[src/hw/rbrs_pkg.sv]
// Package for the reset and bus-reset sequencer: timing constants,
// sequencer states and the grouped pad-control carrier.
// Assumes a 100 MHz core clock; all times but the host wait convert to cycles here.
package rbrs_pkg;

   localparam int unsigned CLK_MHZ            = 100;
   // Least external reset low time, microseconds.
   localparam int unsigned T_RST_MIN_US       = 1;
   localparam int unsigned RST_MIN_CYC        = T_RST_MIN_US * CLK_MHZ;
   // Longest stabilization after release, microseconds.
   localparam int unsigned T_STAB_MAX_US      = 500;
   localparam int unsigned STAB_CYC           = T_STAB_MAX_US * CLK_MHZ;
   // Longest configuration load, milliseconds.
   localparam int unsigned T_CFG_MAX_MS       = 50;
   localparam int unsigned CFG_MAX_CYC        = T_CFG_MAX_MS * 1000 * CLK_MHZ;
   // Latest attach after release, milliseconds.
   localparam int unsigned T_ATTACH_MAX_MS    = 100;
   localparam int unsigned ATTACH_MAX_CYC     = T_ATTACH_MAX_MS*1000*CLK_MHZ;
   // Least host wait after attach, milliseconds (kept by the host).
   localparam int unsigned T_HOST_WAIT_MS     = 100;
   // Longest time to ready after bus reset and idle, milliseconds.
   localparam int unsigned T_READY_MAX_MS     = 5;
   localparam int unsigned READY_MAX_CYC      = T_READY_MAX_MS*1000*CLK_MHZ;
   // Restart pulse of the processor after a bus reset, cycles.
   localparam int unsigned CPU_RESTART_CYC    = 16;

   localparam logic [6:0] BUS_ADDR_RST        = 7'h00;
   localparam int unsigned CNT_W              = 32;

   typedef enum logic [5:0] {
      ST_RESET   = 6'h01,
      ST_STAB    = 6'h02,
      ST_CONFIG  = 6'h04,
      ST_ATTACH  = 6'h08,
      ST_BUSRST  = 6'h10,
      ST_READY   = 6'h20
   } rbrs_state_t;

   // Pad controls applied to the chip's pins.
   typedef struct packed {
      logic media_oe;           // media data/control driver enable
      logic media_ie;           // media data/control input buffer enable
      logic bus_xcvr_en;        // differential pair transceiver enable
      logic card_power_switch;  // card-power pad output enable
      logic detect_pullup_en;   // card-detect pull-ups
      logic activity_lamp_output;
      logic write_protect_sense;
      logic gpo_level;          // other general-purpose outputs
   } rbrs_pads_t;

endpackage : rbrs_pkg

[src/hw/rbrs_rst_sync.sv]
// Reset release synchroniser with PLL-lock qualification.
// Assumes resetn_i is asynchronous; lock_i is synchronous to core_clk_i.
`timescale 1ns/1ps
module rbrs_rst_sync (
   // Clock and reset
   input  wire logic core_clk_i,
   input  wire logic resetn_i,
   // Qualifier
   input  wire logic lock_i,
   // Synchronised reset
   output logic      rst_done_o
);
   logic meta_r;
   logic sync_r;

   always_ff @(posedge core_clk_i or negedge resetn_i) begin
      if (!resetn_i) begin
         meta_r <= 1'b0;
         sync_r <= 1'b0;
      end else begin
         meta_r <= 1'b1;
         sync_r <= meta_r;
      end
   end

   // Internal logic stays held until the clock source reports lock.
   always_ff @(posedge core_clk_i or negedge resetn_i) begin
      if (!resetn_i) begin
         rst_done_o <= 1'b0;
      end else begin
         rst_done_o <= sync_r & lock_i;
      end
   end
endmodule : rbrs_rst_sync

[src/hw/rbrs_sequencer.sv]
// Reset and bus-reset sequencer for a bus-powered card reader controller.
// Assumes the board holds resetn_i low long enough with valid supplies,
// and that the bus core reports bus reset and idle as synchronous levels.
`timescale 1ns/1ps

// Contract
// - Reset disables transceiver, bus pair high-Z.
// - Reset aborts transactions, no saved state.
// - Reset returns all registers to defaults.
// - Reset stops oscillator and PLL.
// - Reset holds processor and media interfaces.
// - Stabilize 500 us, config 50 ms, attach 100 ms.
// - Ready within 5 ms after bus reset idle.
// - Bus reset: address zero, unconfigured.
// - Bus reset stops transactions, restarts processor.
// - Bus reset disables media, keeps clocks running.
// - Default option loads built-in configuration.
// - Reset pad states: Z, inputs, pull-ups, lows.
module rbrs_sequencer
   import rbrs_pkg::*;
#(
   parameter int unsigned STAB_CYCLES   = STAB_CYC,
   parameter int unsigned CFG_CYCLES    = CFG_MAX_CYC,
   parameter int unsigned ATTACH_CYCLES = ATTACH_MAX_CYC,
   parameter int unsigned READY_CYCLES  = READY_MAX_CYC
) (
   // Clock and reset
   input  wire logic       core_clk_i,
   input  wire logic       resetn_i,
   // Clock source status
   input  wire logic       pll_lock_i,
   // Configuration source
   input  wire logic       default_cfg_sel_i,
   input  wire logic       cfg_load_done_i,
   // Bus core status
   input  wire logic       bus_reset_i,
   input  wire logic       bus_idle_i,
   input  wire logic       cpu_ready_i,
   // Clock control
   output logic            osc_en_o,
   output logic            pll_en_o,
   // Processor and media control
   output logic            cpu_rst_n_o,
   output logic            media_rst_n_o,
   output logic            media_en_o,
   output logic            xact_abort_o,
   output logic            cfg_use_default_o,
   output logic            cfg_load_ext_o,
   // Bus device state
   output logic            bus_attach_o,
   output logic [6:0]      bus_addr_o,
   output logic            configured_o,
   output logic            dev_ready_o,
   output logic            seq_timeout_o,
   // Pads
   output rbrs_pads_t      pads_o
);

   logic        rst_done;
   rbrs_state_t state_r;
   rbrs_state_t state_nxt;
   logic [CNT_W-1:0] cnt_r;
   logic [CNT_W-1:0] attach_cnt_r;
   logic [4:0]  cpu_hold_r;
   logic        bus_reset_d_r;
   logic        bus_reset_rise;

   rbrs_rst_sync u_rst_sync (
      .core_clk_i (core_clk_i),
      .resetn_i   (resetn_i),
      .lock_i     (pll_lock_i),
      .rst_done_o (rst_done)
   );

   assign bus_reset_rise = bus_reset_i & ~bus_reset_d_r;

   // Clocks run whenever the pin is released; they stop only on the pin.
   // Oscillator and PLL halt.
   always_ff @(posedge core_clk_i or negedge resetn_i) begin
      if (!resetn_i) begin
         osc_en_o <= 1'b0;
         pll_en_o <= 1'b0;
      end else begin
         osc_en_o <= 1'b1;
         pll_en_o <= 1'b1;
      end
   end

   always_comb begin
      state_nxt = state_r;
      case (state_r)
         ST_RESET: begin
            if (rst_done) begin
               state_nxt = ST_STAB;
            end
         end
         ST_STAB: begin
            if (cnt_r >= STAB_CYCLES - 1) begin
               state_nxt = ST_CONFIG;
            end
         end
         ST_CONFIG: begin
            if (cfg_load_done_i || cnt_r >= CFG_CYCLES - 1) begin
               state_nxt = ST_ATTACH;
            end
         end
         ST_ATTACH: begin
            if (bus_reset_i) begin
               state_nxt = ST_BUSRST;
            end
         end
         ST_BUSRST: begin
            if (cpu_ready_i && bus_idle_i && !bus_reset_i
                && cpu_hold_r == 5'h00) begin
               state_nxt = ST_READY;
            end
         end
         ST_READY: begin
            state_nxt = ST_READY;
         end
         default: begin
            state_nxt = ST_RESET;
         end
      endcase
      if (bus_reset_rise && state_r != ST_RESET && state_r != ST_STAB
          && state_r != ST_CONFIG) begin
         state_nxt = ST_BUSRST;
      end
   end

   always_ff @(posedge core_clk_i or negedge resetn_i) begin
      if (!resetn_i) begin
         state_r       <= ST_RESET;
         bus_reset_d_r <= 1'b0;
      end else begin
         state_r       <= state_nxt;
         bus_reset_d_r <= bus_reset_i;
      end
   end

   // Phase counter restarts at each state change.
   always_ff @(posedge core_clk_i or negedge resetn_i) begin
      if (!resetn_i) begin
         cnt_r <= '0;
      end else if (state_nxt != state_r) begin
         cnt_r <= '0;
      end else if (cnt_r != {CNT_W{1'b1}}) begin
         cnt_r <= cnt_r + 1'b1;
      end
   end

   // Attach deadline counted from entry to stabilize, across stabilize and config.
   // Attach by 100 ms.
   always_ff @(posedge core_clk_i or negedge resetn_i) begin
      if (!resetn_i) begin
         attach_cnt_r  <= '0;
         seq_timeout_o <= 1'b0;
      end else if (state_r == ST_STAB || state_r == ST_CONFIG) begin
         attach_cnt_r <= attach_cnt_r + 1'b1;
         if (attach_cnt_r >= ATTACH_CYCLES - 1) begin
            seq_timeout_o <= 1'b1;
         end
      end else if (state_r == ST_BUSRST && cnt_r >= READY_CYCLES - 1) begin
         seq_timeout_o <= 1'b1;
      end
   end

   // A short restart pulse keeps the processor reset held on a bus reset.
   // Processor restart.
   always_ff @(posedge core_clk_i or negedge resetn_i) begin
      if (!resetn_i) begin
         cpu_hold_r <= 5'h00;
      end else if (bus_reset_rise && state_r != ST_RESET) begin
         cpu_hold_r <= 5'(CPU_RESTART_CYC);
      end else if (cpu_hold_r != 5'h00) begin
         cpu_hold_r <= cpu_hold_r - 5'h01;
      end
   end

   always_ff @(posedge core_clk_i or negedge resetn_i) begin
      if (!resetn_i) begin
         cpu_rst_n_o   <= 1'b0;
         media_rst_n_o <= 1'b0;
         media_en_o    <= 1'b0;
         xact_abort_o  <= 1'b1;
      end else begin
         cpu_rst_n_o   <= (state_nxt != ST_RESET) && !(bus_reset_rise
                          && state_r != ST_RESET) && (cpu_hold_r <= 5'h01);
         media_rst_n_o <= (state_nxt != ST_RESET);
         media_en_o    <= (state_nxt == ST_READY);
         xact_abort_o  <= (state_nxt == ST_RESET) || (state_nxt == ST_BUSRST);
      end
   end

   always_ff @(posedge core_clk_i or negedge resetn_i) begin
      if (!resetn_i) begin
         cfg_use_default_o <= 1'b0;
         cfg_load_ext_o    <= 1'b0;
      end else begin
         cfg_use_default_o <= (state_nxt == ST_CONFIG) && default_cfg_sel_i;
         cfg_load_ext_o    <= (state_nxt == ST_CONFIG) && !default_cfg_sel_i;
      end
   end

   always_ff @(posedge core_clk_i or negedge resetn_i) begin
      if (!resetn_i) begin
         bus_addr_o   <= BUS_ADDR_RST;
         configured_o <= 1'b0;
         dev_ready_o  <= 1'b0;
      end else begin
         if (bus_reset_i) begin
            bus_addr_o   <= BUS_ADDR_RST;
            configured_o <= 1'b0;
         end
         dev_ready_o <= (state_nxt == ST_READY);
      end
   end

   // The host-side 100 ms wait is not enforced here; attach simply stays
   // up while the host waits, through its bus reset and on into ready.
   // Attach held for host.
   always_ff @(posedge core_clk_i or negedge resetn_i) begin
      if (!resetn_i) begin
         bus_attach_o <= 1'b0;
      end else begin
         bus_attach_o <= (state_nxt == ST_ATTACH) || (state_nxt == ST_BUSRST)
                         || (state_nxt == ST_READY);
      end
   end

   always_ff @(posedge core_clk_i or negedge resetn_i) begin
      if (!resetn_i) begin
         pads_o <= '{media_oe: 1'b0, media_ie: 1'b0, bus_xcvr_en: 1'b0,
                     card_power_switch: 1'b0, detect_pullup_en: 1'b1,
                     activity_lamp_output: 1'b0, write_protect_sense: 1'b0,
                     gpo_level: 1'b0};
      end else begin
         pads_o.media_oe             <= (state_nxt == ST_READY);
         pads_o.media_ie             <= (state_nxt == ST_READY);
         pads_o.bus_xcvr_en          <= bus_attach_o
                                        | (state_nxt == ST_ATTACH);
         pads_o.card_power_switch    <= (state_nxt == ST_READY);
         pads_o.detect_pullup_en     <= 1'b1;
         pads_o.activity_lamp_output <= 1'b0;
         pads_o.write_protect_sense  <= 1'b0;
         pads_o.gpo_level            <= 1'b0;
      end
   end

endmodule : rbrs_sequencer

[config.mk]
export PLATFORM = sky130hd
export DESIGN_NAME = rbrs_sequencer
export DESIGN_NICKNAME = d
export VERILOG_FILES = /design/src/hw/rbrs_pkg.sv /design/src/hw/rbrs_rst_sync.sv /design/src/hw/rbrs_sequencer.sv
export SDC_FILE = /design/constraint.sdc
export NUM_CORES = 1
export LEC_CHECK = 0
export BUFFER_PORTS_ARGS = -buffer_cell sky130_fd_sc_hd__buf_2
export CAP_MARGIN = 20
export CORE_MARGIN = 1
export CORE_UTILIZATION = 61
export CTS_CLUSTER_DIAMETER = 60
export CTS_CLUSTER_SIZE = 8
export DETAILED_ROUTE_END_ITERATION = 8
export GPL_ROUTABILITY_DRIVEN = 0
export MAX_ROUTING_LAYER = met4
export PLACE_DENSITY = 0.8
export SLEW_MARGIN = 25
export SYNTH_ARGS = -nofsm -noshare
export SYNTH_HDL_FRONTEND = slang
export SYNTH_SLANG_ARGS = --single-unit
[constraint.sdc]
create_clock -name core_clk_i -period 2.8 [get_ports core_clk_i]
set_input_delay 0.56 -clock core_clk_i [delete_from_list [all_inputs] [get_ports core_clk_i]]
set_output_delay 0.56 -clock core_clk_i [all_outputs]
set_load 0.005 [all_outputs]
==> results.md, run 1 <==
* Synth cell types at 67
* Synthesized netlist cell count at 497
* Post-DP HPWL at 7.04 mm
* Final wirelength at about 10 mm
* Clk_lat worst skew at 0.37 ns
* Synthesized flop and latch total at 88
* Slew @ Worst Pin at 0.647 ns
* P_int at about 2.4 mW
* Seq/Total Area, Yosys at 0.443
* First-pass GRT wire length at about 17 mm
* DIE AREA at between 0.008 and 0.009 mm^2
* Post-detailed-route wirelength per cell at 15.9 um
* Number of diodes at 0
* Switching power share of the total at 0.373
* DRT antenna net count at 0
* Vias in the first global route at 3665
* Max cap viols at 0
* CTS tree: done
* CP Data Arrival Time at 2.90 ns
* Ys flop type: dfrtp_1
* GR Overflow Total at 0
* Pwr/cell area at 700 mW/mm^2
* Drt drc at 0
* Final Hold Vio Count at 0
* Fin Setup TNS at 0 ns
* Setup violations, final at 0
* Share of cells above drive strength 1 at 0.203
* EDFF count, synth at 0
* Worst-path clk slew at 0.09 ns
* Post-cts gate resize count at 0
* Drt pass-1 iters at 5
* FP Rows at 32
* Critical path launch point type: flip-flop
* Relative slew slack at 0.562
* Vias/cell at 6.01
* Vias at 3773
* Ys async rst share at 1.00
* # port buffers at 22
* Total CTS buffers at 9
* Pleak at 2.34 nW
* Clock power share at 0.265
* Comb pwr share at 0.324
* Core area at 0.00781 mm^2
* Net Sw Power at 1.41 mW
* Post-Syn Area at 0.00498 mm^2
* Hold Crit Class: in2async
* Pins Over Slew Limit at 0
* Final core occ at 0.691
* CP max FO at 21
* CP Capture Type: flip-flop
* Max IR drop VDD at 0.415 mV
* Reg-to-reg critical path endpoint: cnt_r[28]
* Initial core utilization at 0.638
* Final min period at 2.61 ns
* Sequential power share at 0.411
* H-tree depth at 3
* Power, Total at 3.78 mW
* RSZ-0062 raised after global routing: no
* Post-CTS setup buffer count at 0
* DRT iter0 DRCs at 250
* Hold Buf Count CTS at 0
* Setup slack, reg-to-reg at 0.19 ns
* Post-layout nets at 533
* R2R Path Start: cnt_r[29]
* Ys Warns at 0
* Die Width at 92.4 um
* CTS root buf: clkbuf_8
* R2R cell count at 7
* Max Freq at 0.383 GHz
* Layout area overhead at 8.31%
* Maximum clock path buffer count at 2
* Status: completed
* Die Ht at between 90 and 100 um
* Num Clock Sinks at 88
* Global Route Usage Sum at 0.262
* Crit path kind: reg2reg
* Syn Area/Cell at between 10 and 15 um^2
* Worst path required time at 3.09 ns
* Fin crit share at 0.932
* Largest net degree at the start of global routing at 56
* IO Pins at 35
* Clock Skew at 0.0164 ns
* Initial antenna violation count at 0
per-layer routing:
metal | part of all wire | global-route usage
met3 | 0.047 | 0.0378
met1 | 0.47 | 0.364
met4 | 0.019 | 0.102
met2 | 0.47 | 0.392
met5 | 0 | -
how the worst max path moves through the flow:
stage / start / endpoint / slack, ns
detailed placement: cnt_r[29] / cnt_r[19] / 0.23
global route: state_r[5] / attach_cnt_r[24] / 0.007
floorplan: cnt_r[29] / cnt_r[10] / 0.46
CTS: cnt_r[29] / cnt_r[28] / 0.20
finish: cnt_r[29] / cnt_r[28] / 0.19
global placement: cnt_r[29] / cnt_r[0] / 0.30
cells in the mapped netlist, types with 6 or more instances:
library cell | count | area [um^2]
dfrtp_1 | 86 | 2150
xnor2_1 | 49 | 429
nand2_1 | 38 | 143
nor2_1 | 37 | 139
nand3_1 | 30 | 150
nor3_2 | 30 | 300
nor3_1 | 18 | 90.1
buf_4 | 17 | 128
nor4_1 | 15 | 93.8
xor2_1 | 14 | 123
and3_1 | 13 | 81.3
nand4_1 | 13 | 81.3
inv_1 | 12 | 45.0
a21oi_1 | 9 | 45.0
o21ai_0 | 9 | 45.0
clkbuf_1 | 7 | 26.3
a211o_1 | 6 | 52.6
or3_1 | 6 | 37.5
metrics by stage:
step	instance area, um^2	std cells	hold slack (ns)	setup WS, ns
2_1_floorplan	5020	508	0.264	0.460
5_1_grt	5400	628	0.171	0.00676
6_report	5400	628	0.138	0.189
3_3_place_gp	5170	612	0.373	0.305
3_5_place_dp	5170	612	0.381	0.228
4_1_cts	5400	628	0.149	0.197
cells in the final DEF, fill, tap and decap left out, drive strengths merged, types with 3 or more instances in the layout:
| master | n |
|---|---|
| nor4b | 6 |
| buf | 36 |
| nand2b | 3 |
| nand3 | 30 |
| nor2b | 4 |
| nand4 | 14 |
| and4 | 4 |
| and3 | 15 |
| dfrtp | 86 |
| a21oi | 9 |
| clkbuf | 9 |
| nor2 | 37 |
| or4 | 5 |
| nor4 | 17 |
| xnor2 | 49 |
| a211o | 7 |
| inv | 14 |
| conb | 13 |
| o21ai | 10 |
| xor2 | 14 |
| ha | 4 |
| or2 | 4 |
| nor3 | 48 |
| or3 | 7 |
| a21boi | 3 |
| a31oi | 4 |
| nand2 | 39 |
sequential cells by signal, summed over array words and instances, names as in the netlist:
register,cells
cnt_r,32
u_rst_sync.sync_r,1
bus_attach_o,1
seq_timeout_o,1
cpu_hold_r,5
u_rst_sync.meta_r,1
pads_o,2
attach_cnt_r,32
cfg_use_default_o,1
xact_abort_o,1
u_rst_sync.rst_done_o,1
media_rst_n_o,1
cpu_rst_n_o,1
bus_reset_d_r,1
state_r,6
cfg_load_ext_o,1
kinds of logic (layout without fill, tap and decap cells):
kind of cell	count (synthesis)	count (layout)	synth area share
multiplexers	3	3	0.00653
XOR/XNOR	63	63	0.111
adder cells (fa/ha/maj)	4	4	0.0100
buffers and inverters	46	64	0.0548
flip-flops	88	88	0.443
AND/OR/NAND/NOR	240	240	0.293
other	2	13	0.00151
AO/OA/AOI/OAI	51	51	0.0804
area by class of cell:
| class | instances | area, um^2 |
|---|---|---|
| clock buffers | 9 | 124 |
| inverters | 12 | 45.0 |
| well taps | 102 | 128 |
| clock inverters | 7 | 101 |
| multi-input cells | 374 | 2550 |
| flip-flops and latches | 88 | 2200 |
| repair buffers | 36 | 243 |
| fillers | 592 | 2410 |
critical path, stage by stage, from the launching register on:
cell      delay [ns]
dfrtp_1         0.43
or4_4           0.55
nor4b_2         0.45
o211ai_2        0.21
o31ai_4         0.28
nand4_4         0.14
buf_4           0.26
nor3_2          0.21
power by group through the flow:
stage / registers (mW) / clock network [mW] / logic [mW]
after floorplan: 1.55 / 0 / 0.945
after global placement: 1.57 / 0 / 1.19
after detailed placement: 1.57 / 0 / 1.22
after CTS: 1.55 / 1.02 / 1.23
after global routing: 1.57 / 1.07 / 1.34
final: 1.55 / 1.00 / 1.22
No activity file was read; power rests on OpenSTA's default activity.
==> run 2, diff against run 1 <==
--- a/config.mk
+++ b/config.mk
@@ -7,14 +7,17 @@
 export LEC_CHECK = 0
 export BUFFER_PORTS_ARGS = -buffer_cell sky130_fd_sc_hd__buf_2
 export CAP_MARGIN = 20
+export CELL_PAD_IN_SITES_DETAIL_PLACEMENT = 0
+export CELL_PAD_IN_SITES_GLOBAL_PLACEMENT = 1
+export CORE_ASPECT_RATIO = 0.5
 export CORE_MARGIN = 1
-export CORE_UTILIZATION = 61
+export CORE_UTILIZATION = 48
 export CTS_CLUSTER_DIAMETER = 60
 export CTS_CLUSTER_SIZE = 8
 export DETAILED_ROUTE_END_ITERATION = 8
 export GPL_ROUTABILITY_DRIVEN = 0
 export MAX_ROUTING_LAYER = met4
-export PLACE_DENSITY = 0.8
+export PLACE_DENSITY_LB_ADDON = 0.1
 export SLEW_MARGIN = 25
 export SYNTH_ARGS = -nofsm -noshare
 export SYNTH_HDL_FRONTEND = slang
==> results.md, run 2 (synthesis results as in run 1) <==
* Status: completed
* Number of diodes at 0
* Global Route Usage Sum at 0.218
* Pleak at 2.41 nW
* Vias in the first global route at 3565
* H-tree depth at 3
* IO Pins at 35
* Commonest non-fill, non-tap cell in the layout: dfrtp_1
* Vias/cell at 5.44
* First-pass GRT wire length at between 15 and 20 mm
* Largest net degree at the start of global routing at 46
* Setup violations, final at 0
* CP Data Arrival Time at 2.85 ns
* Max cap viols at 0
* Hold Buf Count CTS at 0
* Final Hold Vio Count at 0
* DRT iter0 DRCs at 241
* CP startpoint: cnt_r[29]
* Die Ht at 74.0 um
* GR Overflow Total at 0
* Top delay family on crit path: simple AND/OR/NAND/NOR gates
* Slowest CP cell: or4_4
* Vias at 3641
* Fin area at 0.00555 mm^2
* CTS root buf: clkbuf_16
* Initial core utilization at 0.510
* DRT antenna net count at 0
* CP Capture Type: flip-flop
* Share of cells above drive strength 1 at 0.212
* RSZ-0062 raised after global routing: no
* DP Area at 0.00527 mm^2
* Worst-path clk slew at 0.06 ns
* Drt pass-1 iters at 4
* Wl on met1 at around 5.2 mm
* Worst-path cell chain: or4_4 -> or3_1 -> a2111o_1 -> a22oi_4 -> nand4_4 -> buf_4 -> nor3_1
* Biggest regs: attach_cnt_r (32), cnt_r (32), state_r (6)
* Highest routed layer: met4
* Max Freq at 0.385 GHz
* Slew @ Worst Pin at between 0.6 and 0.7 ns
* Slowest stage delay, CP at 0.55 ns
* Post-layout nets at 542
* Pins Over Slew Limit at 0
* Die Width at 146 um
* R2R Path Start: cnt_r[29]
* Worst hold slack at between 0.2 and 0.25 ns
* Clk_lat worst skew at ~0.34 ns
* Post-detailed-route wirelength per cell at roughly 15 um
* Initial antenna violation count at 0
* Post-DP HPWL at 7.36 mm
* Fin Setup TNS at 0 ns
* WL met3 at 377 um
* WL met2 at 4.52 mm
* Final core occ at 0.568
* Worst path required time at 3.05 ns
* Layout fillers at ~860
* Core area at 0.00976 mm^2
* Final wirelength at roughly 10 mm
* Drt drc at 0
* DIE AREA at ~0.011 mm^2
* CP max FO at 22
* Post-CTS setup buffer count at 0
* Layout area overhead at 11.4%
* Maximum clock path buffer count at 2
* CTS tree: done
* Hold Crit Class: in2async
* Fin crit share at 0.928
* Max IR drop VDD at roughly 0.34 mV
* Critical path launch point type: flip-flop
* Num Clock Sinks at 88
* Relative slew slack at 0.547
* Crit path kind: reg2reg
* Post-cts gate resize count at 0
* # port buffers at 22
* Pwr/cell area at 712 mW/mm^2
* Most frequent cells in the layout: dfrtp_1, xnor2_1, nand2_1, nor2_1, nor3_2
* Total CTS buffers at 9
* Final min period at around 2.6 ns
* Worst Path Buf+Inv at 1
* FP Rows at 25
* Clock Skew at 0.00876 ns
run 2: cell type report:
type / instances / area, um^2 / area share
multi-input combinational: 374 / 2550 / 0.460
sequential: 88 / 2200 / 0.397
timing repair buffer: 45 / 298 / 0.0537
clock buffer: 11 / 233 / 0.0420
tap: 135 / 169 / 0.0305
clock inverter: 4 / 47.5 / 0.00857
inverter: 12 / 45.0 / 0.00812
run 2: path summary, 6_finish.rpt:
check                                    end  slack [ns]  cells after the start
max in group asynchronous         state_r[0]        1.90                      2
min reg2reg                u_rst_sync.sync_r        0.39                      0
min                         attach_cnt_r[12]        0.21                      1
max                                 cnt_r[0]        0.20                      7
max reg2reg                         cnt_r[0]        0.20                      7
min in group core_clk_i       cfg_load_ext_o        0.38                      2
run 2: per-layer routing:
| metal | vias up | track usage |
|---|---|---|
| met2 | 60 | 0.334 |
| met5 | - | - |
| li1 | 1811 | - |
| met4 | 0 | 0.0613 |
| met3 | 10 | 0.0503 |
| met1 | 1760 | 0.292 |
run 2: per-stage QoR:
| stage | cells | setup WS, ns | power [mW] |
|---|---|---|---|
| after floorplan | 508 | 0.460 | 2.49 |
| after global placement | 654 | 0.264 | 2.82 |
| after detailed placement | 654 | 0.190 | 2.82 |
| after CTS | 669 | 0.181 | 3.99 |
| after global routing | 669 | 0.0487 | 4.20 |
| final | 669 | 0.201 | 3.95 |
run 2: power by group:
group          leakage, nW  total (mW)  internal, mW  switching (mW)
logic                 1.08        1.24         0.446           0.790
registers             1.19        1.55          1.42           0.138
clock network        0.135        1.16         0.684           0.475
